### config.mk
export PLATFORM = sky130hd
export DESIGN_NAME = tgc_regs
export DESIGN_NICKNAME = d
export VERILOG_FILES = /design/src/tgc_pkg.sv /design/src/tgc_regs.sv
export SDC_FILE = /design/constraint.sdc
export NUM_CORES = 1
export LEC_CHECK = 0
export ABC_CLOCK_PERIOD_IN_PS = 4400
export BUFFER_PORTS_ARGS = -buffer_cell sky130_fd_sc_hd__buf_2
export CAP_MARGIN = 20
export CELL_PAD_IN_SITES_DETAIL_PLACEMENT = 1
export CELL_PAD_IN_SITES_GLOBAL_PLACEMENT = 1
export CORE_ASPECT_RATIO = 1.1
export CORE_UTILIZATION = 45
export DETAILED_ROUTE_END_ITERATION = 6
export HOLD_SLACK_MARGIN = 0.02
export PLACE_DENSITY = 0.79
export RECOVER_POWER = 100
export SYNTH_ARGS = -nofsm -noshare
export SYNTH_HDL_FRONTEND = slang
export SYNTH_SLANG_ARGS = --single-unit
### constraint.sdc
create_clock -name REF_CLK -period 4.4 [get_ports REF_CLK]
set_input_delay 0.44 -clock REF_CLK [delete_from_list [all_inputs] [get_ports REF_CLK]]
set_output_delay 0.44 -clock REF_CLK [all_outputs]
set_load 0.005 [all_outputs]
### src/tgc_pkg.sv
// ==========================================================================
// Shared constants and carriers
package tgc_pkg;

  // ========================================================================
  // Widths
  localparam int ADDR_W = 8;
  localparam int DATA_W = 32;
  localparam int SAMP_W = 10;
  localparam int GAIN_W = 8;

  // ========================================================================
  // Register indices (byte address is four times the index)
  localparam logic [5:0] IDX_GAIN = 6'h0B;
  localparam logic [5:0] IDX_UPD  = 6'h0C;
  localparam logic [5:0] IDX_FMT  = 6'h0D;
  localparam logic [5:0] IDX_MODE = 6'h0E;
  localparam logic [5:0] IDX_STAT = 6'h10;

  // ========================================================================
  // Reset values and writable masks
  localparam logic [7:0] GAIN_RST  = 8'hFF;
  localparam logic [7:0] UPD_RST   = 8'h00;
  localparam logic [7:0] FMT_RST   = 8'h00;
  localparam logic [7:0] MODE_RST  = 8'h10;
  localparam logic [7:0] UPD_MASK  = 8'h50;
  localparam logic [7:0] FMT_MASK  = 8'hE3;
  localparam logic [7:0] MODE_MASK = 8'h35;

  // ========================================================================
  // Field positions
  localparam int UPD_SYNC_BIT   = 6;
  localparam int UPD_FAST_BIT   = 4;
  localparam int FMT_TX2C_BIT   = 7;
  localparam int FMT_RX2C_BIT   = 6;
  localparam int FMT_INV_BIT    = 5;
  localparam int MODE_LOOP_BIT  = 5;
  localparam int MODE_FULL_BIT  = 4;
  localparam int MODE_W10_BIT   = 2;
  localparam int MODE_CLONE_BIT = 0;
  localparam int STAT_OVF_BIT   = 0;

  // ========================================================================
  // Codes
  localparam logic [1:0] INTERP_2X   = 2'h1;
  localparam logic [1:0] INTERP_4X   = 2'h2;
  localparam logic [1:0] RESP_OKAY   = 2'h0;
  localparam logic [1:0] RESP_DECERR = 2'h3;

  typedef enum logic [1:0] {
    FULL_DUPLEX_MODE  = 2'h0,
    HALF_DUPLEX_10BIT = 2'h1,
    HALF_DUPLEX_20BIT = 2'h2,
    CLONE_MODE        = 2'h3
  } tgc_mode_type;

  typedef enum logic [1:0] {
    BUS_IDLE = 2'b01,
    BUS_ACK  = 2'b10
  } tgc_bus_type;

  // ========================================================================
  // Carriers
  typedef struct packed {
    logic [7:0] gain;
    logic [7:0] upd;
    logic [7:0] fmt;
    logic [7:0] mode;
  } tgc_cfg_type;

  typedef struct packed {
    tgc_bus_type             bus;
    logic [DATA_W-1:0]       rdata;
    logic [1:0]              resp;
    tgc_cfg_type             cfg;
    logic [GAIN_W-1:0]       target;
    logic [GAIN_W-1:0]       applied;
    logic                    ovf;
    logic [2:0]              clk_sync;
    logic [2:0]              pd_sync;
    logic [SAMP_W-1:0]       dat_s1;
    logic [SAMP_W-1:0]       dat_s2;
    logic [1:0][SAMP_W-1:0]  mem;
    logic                    wr_ptr;
    logic                    rd_ptr;
    logic [1:0]              count;
    logic [SAMP_W-1:0]       hold;
    logic [1:0]              rep;
    logic [SAMP_W-1:0]       out_data;
    logic                    out_valid;
    logic [SAMP_W-1:0]       rx_data;
    logic                    rx_valid;
    tgc_mode_type            mode;
  } tgc_state_type;

endpackage

### src/tgc_regs.sv
// Implementation choice: register access over Avalon-MM.
`timescale 1ns/1ps
`default_nettype none
// Functional notes
// Transmit gain code is 8-bit unsigned, bit 0 least significant.
// Gain spans 20 dB in 0.1 dB steps, shared by both channels.
// Gain register resets to all ones, maximum gain.
// Code zero gives -20 dB scaling, all ones gives 0 dB.
// Without gain sync, a new gain applies right after the write.
// With gain sync set, gain updates only on power-down pin falling edge.
// Fast settle bit jumps gain; otherwise gain ramps smoothly.
// Transmit words are unsigned by default, two's complement when bit 7 set.
// Receive words are unsigned by default, two's complement when bit 6 set.
// Transmit data sampled on output clock rising edge, falling when bit 5 set.
// Interpolation field: 00 bypass, 01 two times, 10 four times.
// Loopback sends transmit path result, interpolated, out on receive bus.
// Controller must select full duplex whenever it enables loopback.
// Duplex bit high full, low half; with width bit gives three modes.
// Duplex bit is ignored while clone mode is on.
// Width bit high selects 10-bit interleaved, low selects 20-bit.
module tgc_regs
  import tgc_pkg::*;
(
  input  wire logic              REF_CLK,
  input  wire logic              RST_B,
  input  wire logic [ADDR_W-1:0] AVS_ADDRESS,
  input  wire logic              AVS_READ,
  input  wire logic              AVS_WRITE,
  input  wire logic [DATA_W-1:0] AVS_WRITEDATA,
  input  wire logic [3:0]        AVS_BYTEENABLE,
  output logic      [DATA_W-1:0] AVS_READDATA,
  output logic      [1:0]        AVS_RESPONSE,
  output logic                   AVS_WAITREQUEST,
  input  wire logic              OUTPUT_CLOCK_PIN,
  input  wire logic              TX_POWERDOWN_PIN,
  input  wire logic [SAMP_W-1:0] TX_BUS_IN,
  input  wire logic [SAMP_W-1:0] RX_ADC_IN,
  input  wire logic              RX_ADC_VALID,
  output logic      [SAMP_W-1:0] TX_PATH_DATA,
  output logic                   TX_PATH_VALID,
  input  wire logic              TX_PATH_READY,
  output logic      [SAMP_W-1:0] RX_BUS_OUT,
  output logic                   RX_BUS_VALID,
  output logic      [GAIN_W-1:0] TX_GAIN_AMP,
  output logic                   GAIN_FAST_SETTLE,
  output logic      [1:0]        INTERP_RATE,
  output logic      [1:0]        IF_MODE,
  output logic                   LOOPBACK_ON
);

  // ========================================================================
  // State and decode
  tgc_state_type     s;
  tgc_state_type     n;
  logic [5:0]        idx;
  logic              hit;
  logic [DATA_W-1:0] rd_val;
  logic              wr_en;
  logic              clk_rise;
  logic              clk_fall;
  logic              push;
  logic              push_ok;
  logic              pop;
  logic              full;
  logic              pd_fall;
  logic              dn_ready;
  logic              loop;
  logic [1:0]        rate_m1;
  logic [SAMP_W-1:0] word;

  assign idx = AVS_ADDRESS[7:2];

  // ========================================================================
  // Next state
  always_comb begin
    n        = s;
    hit      = 1'b0;
    rd_val   = '0;
    wr_en    = 1'b0;
    pop      = 1'b0;
    rate_m1  = 2'h0;
    // Synchronisers for pins from outside the clock domain
    n.clk_sync = {s.clk_sync[1:0], OUTPUT_CLOCK_PIN};
    n.pd_sync  = {s.pd_sync[1:0], TX_POWERDOWN_PIN};
    n.dat_s1   = TX_BUS_IN;
    n.dat_s2   = s.dat_s1;
    clk_rise = s.clk_sync[1] & ~s.clk_sync[2];
    clk_fall = ~s.clk_sync[1] & s.clk_sync[2];
    pd_fall  = ~s.pd_sync[1] & s.pd_sync[2];
    loop     = s.cfg.mode[MODE_LOOP_BIT];
    full     = (s.count == 2'h2);

    // Register read mux and address decode
    if (AVS_ADDRESS[1:0] == 2'h0) begin
      hit = 1'b1;
      case (idx)
        IDX_GAIN: rd_val[7:0] = s.cfg.gain;
        IDX_UPD:  rd_val[7:0] = s.cfg.upd;
        IDX_FMT:  rd_val[7:0] = s.cfg.fmt;
        IDX_MODE: rd_val[7:0] = s.cfg.mode;
        IDX_STAT: begin
          rd_val[STAT_OVF_BIT] = s.ovf;
          rd_val[1]            = s.cfg.upd[UPD_SYNC_BIT] & (s.target != s.cfg.gain);
          rd_val[2]            = full;
          rd_val[5:4]          = s.mode;
          rd_val[15:8]         = s.applied;
          rd_val[23:16]        = s.target;
        end
        default: hit = 1'b0;
      endcase
    end

    // Bus answer: one wait cycle, then the request is taken
    case (s.bus)
      BUS_IDLE: begin
        if (AVS_READ | AVS_WRITE) begin
          n.bus   = BUS_ACK;
          n.rdata = AVS_READ ? rd_val : '0;
          n.resp  = hit ? RESP_OKAY : RESP_DECERR;
        end
      end
      BUS_ACK: begin
        n.bus = BUS_IDLE;
        wr_en = AVS_WRITE & AVS_BYTEENABLE[0] & hit;
      end
      default: n.bus = BUS_IDLE;
    endcase

    // Register writes
    if (wr_en) begin
      case (idx)
        IDX_GAIN: n.cfg.gain = AVS_WRITEDATA[7:0];
        IDX_UPD:  n.cfg.upd  = AVS_WRITEDATA[7:0] & UPD_MASK;
        IDX_FMT:  n.cfg.fmt  = AVS_WRITEDATA[7:0] & FMT_MASK;
        IDX_MODE: n.cfg.mode = AVS_WRITEDATA[7:0] & MODE_MASK;
        default: ;
      endcase
    end

    // Gain target: direct or held for the power-down wake-up
    if (!s.cfg.upd[UPD_SYNC_BIT]) begin
      n.target = n.cfg.gain;
    end else if (pd_fall) begin
      n.target = s.cfg.gain;
    end

    // Applied gain: jump when fast, else one step per cycle
    if (s.cfg.upd[UPD_FAST_BIT]) begin
      n.applied = s.target;
    end else if (s.applied < s.target) begin
      n.applied = s.applied + 8'h01;
    end else if (s.applied > s.target) begin
      n.applied = s.applied - 8'h01;
    end

    // Transmit sampling on the selected output clock edge
    push    = s.cfg.fmt[FMT_INV_BIT] ? clk_fall : clk_rise;
    push_ok = push & ~full;
    // Internal words are two's complement
    word = s.dat_s2;
    if (!s.cfg.fmt[FMT_TX2C_BIT]) begin
      word[SAMP_W-1] = ~s.dat_s2[SAMP_W-1];
    end

    // Overflow: a new sample with the buffer full; set wins over clear
    if (wr_en && idx == IDX_STAT && AVS_WRITEDATA[STAT_OVF_BIT]) begin
      n.ovf = 1'b0;
    end
    if (push && full) begin
      n.ovf = 1'b1;
    end

    // Interpolation: each word repeated 1, 2 or 4 times
    case (s.cfg.fmt[1:0])
      INTERP_2X: rate_m1 = 2'h1;
      INTERP_4X: rate_m1 = 2'h3;
      default:   rate_m1 = 2'h0;
    endcase
    dn_ready = loop | TX_PATH_READY;
    if (!s.out_valid || dn_ready) begin
      if (s.rep != 2'h0) begin
        n.out_data  = s.hold;
        n.rep       = s.rep - 2'h1;
        n.out_valid = 1'b1;
      end else if (s.count != 2'h0) begin
        pop         = 1'b1;
        n.hold      = s.mem[s.rd_ptr];
        n.out_data  = s.mem[s.rd_ptr];
        n.rep       = rate_m1;
        n.out_valid = 1'b1;
      end else begin
        n.out_valid = 1'b0;
      end
    end

    // Two-entry buffer between sampler and interpolator
    if (push_ok) begin
      n.mem[s.wr_ptr] = word;
      n.wr_ptr        = ~s.wr_ptr;
    end
    if (pop) begin
      n.rd_ptr = ~s.rd_ptr;
    end
    n.count = s.count + {1'b0, push_ok} - {1'b0, pop};

    // Receive bus: loopback result or converter data
    n.rx_valid = 1'b0;
    if (loop) begin
      if (s.out_valid) begin
        n.rx_valid = 1'b1;
        n.rx_data  = s.out_data;
        n.rx_data[SAMP_W-1] = s.out_data[SAMP_W-1] ^ ~s.cfg.fmt[FMT_RX2C_BIT];
      end
    end else if (RX_ADC_VALID) begin
      n.rx_valid = 1'b1;
      n.rx_data  = RX_ADC_IN;
      n.rx_data[SAMP_W-1] = RX_ADC_IN[SAMP_W-1] ^ s.cfg.fmt[FMT_RX2C_BIT];
    end

    // Interface mode
    if (s.cfg.mode[MODE_CLONE_BIT]) begin
      n.mode = CLONE_MODE;
    end else if (s.cfg.mode[MODE_FULL_BIT] || loop) begin
      n.mode = FULL_DUPLEX_MODE;
    end else if (s.cfg.mode[MODE_W10_BIT]) begin
      n.mode = HALF_DUPLEX_10BIT;
    end else begin
      n.mode = HALF_DUPLEX_20BIT;
    end
  end

  // ========================================================================
  // State register
  always_ff @(posedge REF_CLK or negedge RST_B) begin
    if (!RST_B) begin
      s          <= '0;
      s.bus      <= BUS_IDLE;
      s.cfg.gain <= GAIN_RST;
      s.cfg.upd  <= UPD_RST;
      s.cfg.fmt  <= FMT_RST;
      s.cfg.mode <= MODE_RST;
      s.target   <= GAIN_RST;
      s.applied  <= GAIN_RST;
    end else begin
      s <= n;
    end
  end

  // ========================================================================
  // Outputs
  assign AVS_WAITREQUEST  = (s.bus != BUS_ACK);
  assign AVS_READDATA     = s.rdata;
  assign AVS_RESPONSE     = s.resp;
  assign TX_PATH_DATA     = s.out_data;
  assign TX_PATH_VALID    = s.out_valid & ~s.cfg.mode[MODE_LOOP_BIT];
  assign RX_BUS_OUT       = s.rx_data;
  assign RX_BUS_VALID     = s.rx_valid;
  assign TX_GAIN_AMP      = s.applied;
  assign GAIN_FAST_SETTLE = s.cfg.upd[UPD_FAST_BIT];
  assign INTERP_RATE      = s.cfg.fmt[1:0];
  assign IF_MODE          = s.mode;
  assign LOOPBACK_ON      = s.cfg.mode[MODE_LOOP_BIT];

  // ========================================================================
  // Checks
  property p_gain_now;
    @(posedge REF_CLK) disable iff (!RST_B)
    (wr_en && idx == IDX_GAIN && !s.cfg.upd[UPD_SYNC_BIT])
      |=> (s.target == $past(AVS_WRITEDATA[7:0]));
  endproperty
  a_gain_now: assert property (p_gain_now)
    else $error("gain target missed an immediate write");

  property p_gain_held;
    @(posedge REF_CLK) disable iff (!RST_B)
    (s.cfg.upd[UPD_SYNC_BIT] && !pd_fall) |=> $stable(s.target);
  endproperty
  a_gain_held: assert property (p_gain_held)
    else $error("gain target moved without power-down wake-up");

  property p_gain_wake;
    @(posedge REF_CLK) disable iff (!RST_B)
    (s.cfg.upd[UPD_SYNC_BIT] && pd_fall) |=> (s.target == $past(s.cfg.gain));
  endproperty
  a_gain_wake: assert property (p_gain_wake)
    else $error("gain not taken on power-down falling edge");

  property p_fast;
    @(posedge REF_CLK) disable iff (!RST_B)
    (s.cfg.upd[UPD_FAST_BIT] && s.applied != s.target)
      |=> (s.applied == $past(s.target));
  endproperty
  a_fast: assert property (p_fast)
    else $error("fast gain did not settle in one cycle");

  property p_smooth;
    @(posedge REF_CLK) disable iff (!RST_B)
    (!s.cfg.upd[UPD_FAST_BIT] && s.applied < s.target)
      |=> (s.applied == $past(s.applied) + 8'h01);
  endproperty
  a_smooth: assert property (p_smooth)
    else $error("smooth gain did not step by one");

  property p_duplex;
    @(posedge REF_CLK) disable iff (!RST_B)
    (!s.cfg.mode[MODE_CLONE_BIT] && !s.cfg.mode[MODE_LOOP_BIT])
      |=> (IF_MODE == ($past(s.cfg.mode[MODE_FULL_BIT]) ? FULL_DUPLEX_MODE
           : $past(s.cfg.mode[MODE_W10_BIT]) ? HALF_DUPLEX_10BIT : HALF_DUPLEX_20BIT));
  endproperty
  a_duplex: assert property (p_duplex)
    else $error("interface mode does not follow duplex and width bits");

  property p_clone;
    @(posedge REF_CLK) disable iff (!RST_B)
    s.cfg.mode[MODE_CLONE_BIT] |=> (IF_MODE == CLONE_MODE);
  endproperty
  a_clone: assert property (p_clone)
    else $error("duplex bit not ignored in clone mode");

  property p_sample;
    @(posedge REF_CLK) disable iff (!RST_B)
    (clk_rise && !s.cfg.fmt[FMT_INV_BIT] && s.count == 2'h0) |=> (s.count == 2'h1);
  endproperty
  a_sample: assert property (p_sample)
    else $error("rising clock edge did not capture a word");

  property p_interp;
    @(posedge REF_CLK) disable iff (!RST_B)
    (pop && s.cfg.fmt[1:0] == INTERP_4X)
      |=> (s.out_valid && s.rep == 2'h3 && s.out_data == $past(s.mem[s.rd_ptr]));
  endproperty
  a_interp: assert property (p_interp)
    else $error("four times interpolation not started");

  property p_loop;
    @(posedge REF_CLK) disable iff (!RST_B)
    (s.cfg.mode[MODE_LOOP_BIT] && s.out_valid) |=> RX_BUS_VALID;
  endproperty
  a_loop: assert property (p_loop)
    else $error("loopback word missing on receive bus");

endmodule
`default_nettype wire

==> run summary, run 1 <==
In this run the worst hold path is classified as in -> reg. The warning count from the yosys run is 0. Overall power consumption after layout is estimated at 5.16 mW. In this run, synthesis inferred 0 flip-flops with an integrated enable. The total via count in the routed design came out at 4,844. For the final routed database, the setup TNS stands at 0 ps.

The checks that failed: max-capacitance violations, max-slew violations. After clock tree synthesis, the clock-pin slew on the worst setup and hold paths is 60 ps. In the synthesized netlist the dominant register cell turns out to be dfrtp_1. The synthesis-stage register bit count came out at 149.

The minimum period implied by the final worst setup slack is 3500 ps. After detailed routing, the number of remaining DRC violations is 0. The highest net fanout along the worst path is 10. The number of clock sinks is 149.

The proportion of power drawn by combinational gates is 32.5%. The number of distinct library cells after synthesis is 63. In the final routed layout, each cell accounts on average for 19.0 um. The worst min-delay path startpoint is TX_BUS_IN[9]. The height of the die came out at 135 um. The area enclosed by the die boundary came out at 16,500 um2. The setup path with the least slack is of type reg -> reg. The proportion of synthesized flip-flops having asynchronous set or reset came out at 100%. Headroom to the max-slew limit came out at -61.5%. The number of antenna violations at the first check in global routing is 0.

The placed instance count came out at 855. The run finished, with violations left. In this run the critical register-to-register path is captured at TX_GAIN_AMP[7]. At the end of the flow the core is filled with cells to 50.8%. The count of hold-fix buffers inserted at cts is 0. Max-cap violations in this run came to 2.

The global-route total usage across every layer came out at 22.0%. The area growth from synthesis to final layout is 10.5%. In this run the critical register-to-register path is launched from TX_GAIN_AMP[1]. The end point of the most critical hold path is n[69]. Of the total power, the share spent switching nets is 34.3%.

The share of total power in sequential cells is 38.6%. The number of cells traversed by the worst hold path is 1. Dividing the synthesized area by the synthesized cell count gives 11.6 um2.

The most common library cell in the layout ignoring fill and taps is dfrtp_1. The peak supply drop came out at 0.000310 V. The count of endpoints failing setup in the final report came out at 0.

The clock network accounts for 29.0% of the total power. The finished layout holds 888 standard cells, fillers aside. The switching power is 1.77 mW.

The arrival time at the worst endpoint came out at 3840 ps. TritonCTS built the clock tree. The fraction of layout cells with a size suffix above 1 came out at 24.1%.

For this block, the initial DRC count from the detailed router was 168. Setup repair after global routing left no endpoint under its margin. STA classifies the critical path endpoint as a register.

The cell area after synthesis came out at 7210 um2. In this run the deepest clock path goes through 2 buffers. The transition time at the pin with the least slew margin is 2420 ps.

The maximum clock rate came out at 286 MHz. The remaining global-route overflow is 0. The insertion delay to the later sink of the worst-skew pair is 430 ps.

The filler cell count is 1,695. In the layout the commonest cells are dfrtp_1 (123), buf_2 (69), a21oi_1 (52), clkbuf_1 (43). TritonCTS created 17 clock buffers.

The count of final hold-check violations came out at 0. The final-report max-slew violation count is 130. The detailed-route vias per instance came out at 5.45.

The routed wire length is 16,900 um. The initial cell density of the core came out at 46.0%. The register area share after synthesis came out at 52.2%.

The setup slack of the worst register-to-register path is 900 ps. The first-pass detailed-route iteration total came out at 4. The H-tree depth is 4. The weighted congestion reported at the end of routability-driven placement is 0.847. The total number of placement rows is 48. The worst clock skew on the final layout came out at 8.62 ps. Internal power comes to 3.39 mW.

The detailed placer's ending HPWL came out at 11,700 um. During I/O placement, the number of pins put on the boundary was 143. The maximum number of pins on one net before global-route repair came out at 97. The net count reported at finish is 766. After clock tree synthesis, the setup repair step added 0 buffers. The worst path required time came out at 4740 ps.

The CTS root buffer is clkbuf_16. The worst-case reg-to-reg path depth came out at 11. The gate count after technology mapping is 623. The cell leakage power came out at 3.66 nW.

The floorplan step set the die width to 123 um. The port buffer count is 107. The residual antenna-violating net count after detailed routing is 0. The standard cell core area came out at 15,700 um2. The total power divided by cell area is 648 nW/um2.

The number of global-route vias before repair is 5,222. The first-pass GRT wire length came out at 27,900 um. The number of antenna repair diodes came out at 0.

The ratio of final minimum period to clock period came out at 79.6%. The number of instances resized during post-cts repair came out at 0. The type of element launching the critical path is a register.
[power groups by stage]
stage	Sequential, mW	Clock (mW)	Combinational (mW)
3_5_place_dp	2.02	0	1.66
3_3_place_gp	1.99	0	1.54
5_1_grt	2.04	1.57	1.87
2_1_floorplan	1.89	0	1.39
4_1_cts	2.00	1.52	1.71
6_report	1.99	1.49	1.67
[area by class of cell]
cell class / count / area (um2) / share of cell area (%)
sequential: 149 / 3760 / 47.2
timing repair buffer: 113 / 515 / 6.47
tap: 200 / 250 / 3.14
clock buffer: 18 / 429 / 5.39
multi-input combinational: 377 / 2770 / 34.8
clock inverter: 14 / 175 / 2.20
inverter: 17 / 63.8 / 0.801
[synthesized netlist by cell type (2+ instances only)]
cell type,n,area [um2]
a211oi_1,11,82.6
a21o_1,4,30.0
buf_4,67,503
mux2_4,9,135
and4_1,2,17.5
o221a_2,2,22.5
nor3_1,3,15.0
a21oi_1,50,250
o211ai_1,3,22.5
dfrtp_1,123,3080
nand2_2,2,12.5
ha_1,18,225
o22a_1,5,43.8
mux2_2,40,450
o21a_1,7,52.6
a222oi_1,2,20.0
nor4_1,2,12.5
mux2i_1,23,230
nor2b_1,14,87.6
o21ai_1,4,20.0
nand2b_1,5,31.3
nand2_4,2,22.5
o21ai_0,13,65.1
nand3b_1,2,15.0
nor3b_1,2,15.0
inv_1,17,63.8
buf_2,4,20.0
a221oi_1,3,26.3
clkbuf_1,14,52.6
a22o_1,18,158
xor2_1,10,87.6
nor2_1,39,146
dfstp_2,26,683
mux2_1,3,33.8
buf_1,2,7.51
a21oi_2,2,17.5
nand3_1,7,35.0
xnor2_1,11,96.3
o31ai_1,2,15.0
nand2_1,27,101
[metal layers]
metal / global-route usage (%) / wire (um) / vias to the layer above
li1: - / - / 2224
met1: 29.2 / 7580 / 2493
met2: 36.3 / 8500 / 111
met3: 4.52 / 578 / 16
met4: 6.10 / 199 / 0
met5: 0 / 0 / -
[registers in the layout, indices dropped and copies added, names as in the netlist]
signal / count
s: 75
AVS_READDATA: 24
n: 14
RX_BUS_OUT: 10
TX_PATH_DATA: 10
TX_GAIN_AMP: 8
IF_MODE: 2
INTERP_RATE: 2
AVS_RESPONSE: 1
GAIN_FAST_SETTLE: 1
LOOPBACK_ON: 1
RX_BUS_VALID: 1
[worst max-delay path, cell delays in order, from the launching register on]
cell,delay [ps]
dfstp_1,680
ha_1,300
nor2b_1,150
o211ai_1,220
a21boi_0,150
nand2b_1,380
ha_1,450
a21oi_1,270
o21ai_0,190
a21oi_1,260
o31ai_1,110
a211oi_1,250
[cells by family (layout without fill, tap and decap cells)]
kind of cell,after synthesis,in the layout,synth area share [%]
flops,149,149,52.2
compound gates,134,134,12.3
simple gates,120,120,8.76
buf+inv,104,162,8.97
mux,75,75,11.8
xor+xnor,21,21,2.55
fa+ha+maj,19,19,3.40
other cells,1,8,0.0520
[how the worst max path moves through the flow]
| stage | start | to | cells past startpoint |
|---|---|---|---|
| 2_1_floorplan | s[96] | TX_GAIN_AMP[7] | 12 |
| 3_3_place_gp | s[96] | TX_GAIN_AMP[6] | 13 |
| 3_5_place_dp | s[96] | TX_GAIN_AMP[7] | 12 |
| 4_1_cts | s[96] | TX_GAIN_AMP[7] | 12 |
| 5_1_grt | RST_B | s[56] | 2 |
| 6_report | TX_GAIN_AMP[1] | TX_GAIN_AMP[7] | 11 |
[through the flow]
stage	instance area [um2]	worst slack (ps)	hold WS [ps]
detailed placement	7500	979	336
global route	7970	431	101
global placement	7500	1200	333
finish	7970	899	112
CTS	8100	919	103
floorplan	7240	1550	144
Power figures use the tool's default switching activity.
==> inputs of run 2 (changes only) <==
ABC_CLOCK_PERIOD_IN_PS = 3300   (was 4400)
CORE_UTILIZATION = 44   (was 45)
PLACE_DENSITY = 0.78   (was 0.79)
clock period = 3.3 ns   (was 4.4 ns; I/O delays follow)
==> run summary, run 2 (same netlist as run 1, synthesis figures left out) <==
In the final routed layout, each cell accounts on average for 19.4 um. The net count reported at finish is 789. The worst-case reg-to-reg path depth is 12. After detailed routing, the total wire length is 17,700 um.

TritonCTS built the clock tree. The number of buffers created by CTS came out at 17. Between clock sinks in the finished design, the worst skew comes to 7.53 ps. The clock-pin slew of the registers on the worst-case setup and hold paths came out at 60 ps. The worst hold-check path type is in -> reg. The die outline width is 124 um. The post-layout instance area came out at 8180 um2. The remaining global-route overflow is 0. The setup fix buffers added after clock tree synthesis is 0. The pre-CTS worst setup slack came out at -9.02 ps. In this run, the number of DRC markers left after iteration 0 of detailed routing was 207. The worst path required time is 3630 ps.

The type of element launching the critical path is a register. The register with the most flip-flops is s. In the layout the commonest cells are dfrtp_1 (123), buf_2 (65), a21oi_1 (52), clkbuf_1 (47).

After legalization and detailed placement, the total HPWL measured 12,400 um. The detail route stage leaves a number of antenna-violating nets equal to 0. The number of I/O pins is 143. Counting every sink on the clock net gives 149. Setup repair after global routing left no endpoint under its margin. The number of antenna violations at the first check in global routing is 0. The maximum clock rate is 322 MHz. The worst setup path is captured at a register. The fraction of layout cells with a size suffix above 1 is 24.9%. The count of final hold-check violations came to 0. The minimum period implied by the final worst setup slack came out at 3100 ps.

The endpoint identified for the worst register-to-register timing path is TX_GAIN_AMP[7]. The global-route total usage across every layer came out at 22.1%. After detailed routing, the number of vias per cell comes to 5.45. In this run the worst path has a maximum fanout of 10.

The number of antenna diodes in the final layout is 0. Row generation in the floorplan step produced 48 rows. The transition time at the pin with the least slew margin is 1900 ps. The total chip power came out at 6.94 mW. Summing over every cut layer, the via total after detailed routing is 4,967. The worst register-to-register path has a setup slack of 200 ps.

The arrival time at the worst endpoint came out at 3440 ps. The cell leakage power is 3.78 nW. The final reports fail on max-capacitance violations, max-slew violations.

The setup slack after layout is 198 ps. The number of buffers on the longest clock path came out at 2. The run finished, with violations left. After detailed routing, the number of remaining DRC violations is 0. After layout, the worst path uses 94.0% of the clock period. The number of global-route vias before repair came to 5,248. Compared with the post-synthesis result, the final layout area differs by 13.5%.

The cell area after placement is 7570 um2. The startpoint identified for the worst register-to-register timing path is TX_GAIN_AMP[0]. The count of endpoints failing setup in the final report is 0. The CTS root buffer is clkbuf_16. The total power divided by cell area is 848 nW/um2. The tool flagged a number of max-cap violations equal to 1.

The worst setup path is of the reg -> reg kind. The worst max-slew margin expressed relative to the limit came out at -26.6%. The standard cell core area is 15,900 um2.

Following the worst setup path forward leads to its endpoint at TX_GAIN_AMP[7]. The library cell used most frequently in the layout, excluding fill and tap cells, is dfrtp_1. The port buffer count is 107.

Entering global routing, the biggest net connects 78 pins. The final-report max-slew violation count was 78. The height of the die came out at 136 um. The first-pass GRT wire length came out at 28,000 um. The first detailed-routing pass ran for 6 iterations. The congestion estimate from routability-driven global placement came to 0.832. The later pin in the worst-skew pair is clocked with a latency of 430 ps. IR analysis of the VDD net gives a maximum drop of 0.000395 V.

The initial cell density of the core came out at 45.5%. The worst hold path was traced through 2 stages. The area enclosed by the die boundary is 16,900 um2. The most critical setup path has its startpoint at TX_GAIN_AMP[0].

Hold timing on the final database bottoms out at a slack of 189 ps. The H-tree depth came out at 4. The register with the most flip-flops in the layout has 75 of them.
## run 2: cell count changes in the layout (fill, tap and decap cells not counted), sizes merged
cell         previous run  this run
buf                    70        74
bufinv                  3         4
clkbuf                 61        68
clkinv                  4         7
clkinvlp                3         0
dlygate4sd3             0        13
inv                    21        19
## run 2: worst min path at each step
| stage | from | end | slack [ps] |
|---|---|---|---|
| 4_1_cts | AVS_READ | s[169] | 100 |
| 3_3_place_gp | n[81] | n[82] | 330 |
| 6_report | AVS_WRITEDATA[3] | s[130] | 190 |
| 3_5_place_dp | n[61] | s[61] | 340 |
| 2_1_floorplan | RST_B | AVS_READDATA[0] | 30 |
| 5_1_grt | AVS_WRITEDATA[1] | INTERP_RATE[1] | 170 |
## run 2: final cells by class
type                            instances  area (um2)
Clock buffer                           19         433
Tap cell                              200         250
Clock inverter                         13         180
Sequential cell                       149        3760
Inverter                               17        63.8
Fill cell                            1722        7670
Timing Repair Buffer                  136         712
Multi-Input combinational cell        377        2780
## run 2: timing repair
item,4_1_cts,5_1_grt
gates resized for setup,1,3
setup endpoints to repair,3,3
hold buffers,13,0
hold endpoints to repair,76,0
## run 2: layer usage
layer | routed length, um | global-route usage [%] | vias up
met3 | 714 | 4.91 | 30
met5 | 0 | 0 | -
met1 | 7990 | 27.8 | 2552
met4 | 369 | 8.86 | 0
met2 | 8590 | 36.5 | 112
li1 | - | - | 2273
## run 2: where the power goes
group | internal (mW) | total, mW | leakage [nW] | switching [mW]
Clock | 1.26 | 2.02 | 0.305 | 0.758
Combinational | 1.08 | 2.29 | 1.68 | 1.21
Sequential | 2.28 | 2.63 | 1.79 | 0.352
## run 2: worst max-delay path: stages (launching register included)
cell      delay, ps
dfstp_1         700
inv_1            90
ha_1            200
nor2b_1         140
o211ai_1        120
a21boi_1        210
nand2b_4        250
ha_1            310
a21oi_1         240
o21ai_0         160
a21oi_1         220
o31ai_1         110
a211oi_1        260
## run 2: through the flow
stage | TNS, ps | utilization [%] | cells
floorplan | 0 | - | 630
global placement | 0 | 47.8 | 865
detailed placement | -9.82 | 47.8 | 865
CTS | 0 | 52.5 | 910
global route | 0 | 51.6 | 911
finish | 0 | 51.6 | 911
==> inputs of run 3 (changes only) <==
SETUP_SLACK_MARGIN = 0.2   (was default)
==> run summary, run 3 (same netlist as run 1, synthesis figures left out) <==
The count of unresolved DRC violations after routing is 0. The count of final hold-check violations is 0. In this run the critical register-to-register path is launched from TX_GAIN_AMP[0]. The initial cell density of the core is 45.5%. The number of antenna violations at the first check in global routing is 0.

Dividing total power by cell area gives a power density of 888 nW/um2. Leaving out fill and tap cells, the most frequent cell in the layout is dfrtp_1. The switching power came out at 2.57 mW. The design internal power is 4.84 mW. Using the TritonRoute via totals, the vias-per-cell ratio works out to 5.48. The post-layout instance area came out at 8350 um2. The total via count in the routed design is 5,019. The area of the multi-input gates came out at 2920 um2. The port buffer count is 107. The setup slack after layout is 179 ps. The first-pass detailed-route iteration total came out at 4.

The die outline width is 124 um. The first routing iteration left 236 violations. Leaving out fill and tap cells, the most frequent cells in the layout are dfrtp_1 (123), buf_2 (65), a21oi_1 (48), clkbuf_1 (47). The arrival time at the worst endpoint is 3480 ps. The maximum clock rate is 320 MHz. Summed over all layers, the global routing overflow is 0. The worst max-slew margin expressed relative to the limit came out at -27.2%. The first element of the critical path is TX_GAIN_AMP[0].

The clock-pin slew of the registers on the worst-case setup and hold paths is 60 ps. The delay of the slowest critical-path stage came out at 710 ps. Counting cells, the worst reg-to-reg path comes to 13.

The ratio of final minimum period to clock period is 94.6%. Setup repair after global routing left no endpoint under its margin. The insertion delay to the later sink of the worst-skew pair came out at 430 ps. The post-layout utilization of the core is 52.7%. The pre-CTS worst setup slack is -9.02 ps. In this design, the critical path's most frequently occurring cell is inv_1. In this run the register-to-register setup slack is 180 ps.

The sequential cell area in the final layout came out at 3760 um2. The area growth from synthesis to final layout came out at 15.8%. The sum of negative setup slack came out at 0 ps.

The number of antenna repair diodes is 0. The cell area after placement is 7570 um2. The part of the total power dissipated in the clock network is 27.3%. More flip-flops sit in one register than any other, and that register is s.

The worst setup path is captured at a register. The worst hold slack across all endpoints came out at 185 ps. The worst setup path is launched from a register. The net count of the finished layout is 794. The transition time at the pin with the least slew margin is 1910 ps. The weighted congestion reported at the end of routability-driven placement is 0.832. After legalization and detailed placement, the total HPWL measured 12,400 um. Traced cell by cell, the critical path runs through inv_1 -> ha_1 -> nor2b_1 -> o211ai_1 -> a21boi_2 -> nand2b_4 -> ha_4 -> a21oi_2 -> inv_1 -> a31oi_4 -> xnor2_1 -> mux2i_1 -> a21oi_1. The checks that failed: max-capacitance violations, max-slew violations. The share of total power in sequential cells is 35.8%. The reported max-cap violation count is 1.

The standard cell core area came out at 15,900 um2. The tree is rooted in a clkbuf_16. Counting every sink on the clock net gives 149. The highest net fanout along the worst path is 7.

The minimum period implied by the final worst setup slack came out at 3120 ps. The endpoint of the worst setup timing path is TX_GAIN_AMP[5]. The worst path required time came out at 3660 ps. The first-pass GRT wire length is 28,000 um. Across every metal layer, demand over resource in global routing totals 22.1%.

The number of I/O pins is 143. The number of buffers on the longest clock path came out at 2. The peak supply drop is 0.000400 V. The worst clock skew on the final layout is 7.49 ps. The height of the die came out at 136 um. In this run switching power makes up 34.7% of total power. The residual antenna-violating net count after detailed routing came out at 0.

The worst hold-check path type is in -> reg. The largest individual stage delay along the critical path comes from the cell dfstp_1. The H-tree depth came out at 4.

Setup violations remaining at the end of the flow were counted as 0. The number of buffers created by CTS is 17. The cell leakage power is 3.81 nW. The final-report max-slew violation count came out at 78. Dividing the detail-routed wire length by the instance count gives 20.1 um. The filler cell count is 1,708. The number of flip-flops under the largest register name came out at 75. The routed wire length came out at 18,400 um. TritonCTS built the clock tree.

The flow ran to the end, but the final reports show violations. The number of global-route vias before repair is 5,248. The endpoint identified for the worst register-to-register timing path is TX_GAIN_AMP[5].

The maximum number of pins on one net before global-route repair came out at 78. Cells with a size suffix above 1 make up 27.2% of the layout. The proportion of power drawn by combinational gates came out at 36.9%. By startpoint and endpoint, the worst setup path is classified as reg -> reg. Row generation in the floorplan step produced 48 rows.

The area enclosed by the die boundary is 16,900 um2.
run 3: power by group through the flow:
stage	Clock [mW]	Combinational, mW	Sequential [mW]
floorplan	0	1.85	2.52
global placement	0	2.10	2.62
detailed placement	0	2.25	2.67
CTS	2.06	2.32	2.65
global route	2.13	2.99	2.70
finish	2.03	2.73	2.65
run 3: layout make-up:
| class | count | share of cell area [%] |
|---|---|---|
| Sequential cell | 149 | 45.0 |
| Multi-Input combinational cell | 378 | 35.0 |
| Timing Repair Buffer | 140 | 8.89 |
| Clock buffer | 19 | 5.19 |
| Tap cell | 200 | 3.00 |
| Clock inverter | 13 | 2.16 |
| Inverter | 17 | 0.764 |
run 3: metrics by stage:
stage / cells / total power, mW
floorplan: 630 / 4.37
global placement: 865 / 4.72
detailed placement: 865 / 4.92
CTS: 910 / 7.03
global route: 916 / 7.83
finish: 916 / 7.41
run 3: metal layers:
metal	vias to the layer above	part of all wire, %	track usage [%]
met5	-	0	0
met4	0	1.4	8.86
met3	16	4.9	4.91
met2	139	50	36.5
met1	2578	43	27.8
li1	2286	-	-
run 3: worst min path at each step:
stage	from	endpoint	slack [ps]	depth (start not counted)
2_1_floorplan	RST_B	AVS_READDATA[0]	30	0
3_3_place_gp	n[81]	n[82]	330	0
3_5_place_dp	n[61]	s[61]	340	0
4_1_cts	AVS_READ	s[169]	100	2
5_1_grt	AVS_WRITEDATA[1]	INTERP_RATE[1]	180	2
6_report	AVS_WRITEDATA[3]	s[130]	180	2
run 3: repair_timing:
item | CTS | global route
hold buffers | 13 | 0
resized for setup | 3 | 22
endpoints found under the setup margin | 5 | 3
gates cloned | 0 | 1
hold endpoints to repair | 76 | 0
pin swaps | 0 | 7
buffers inserted | 0 | 4
run 3: worst max-delay path, delay by kind of cell, from the launching register on:
family	cells	cell delay, ps
AO/OA/AOI/OAI	5	1010
flip-flops	1	710
adder cells (fa/ha/maj)	2	450
AND/OR/NAND/NOR	2	390
buffers and inverters	2	230
XOR/XNOR	1	140
multiplexers	1	90
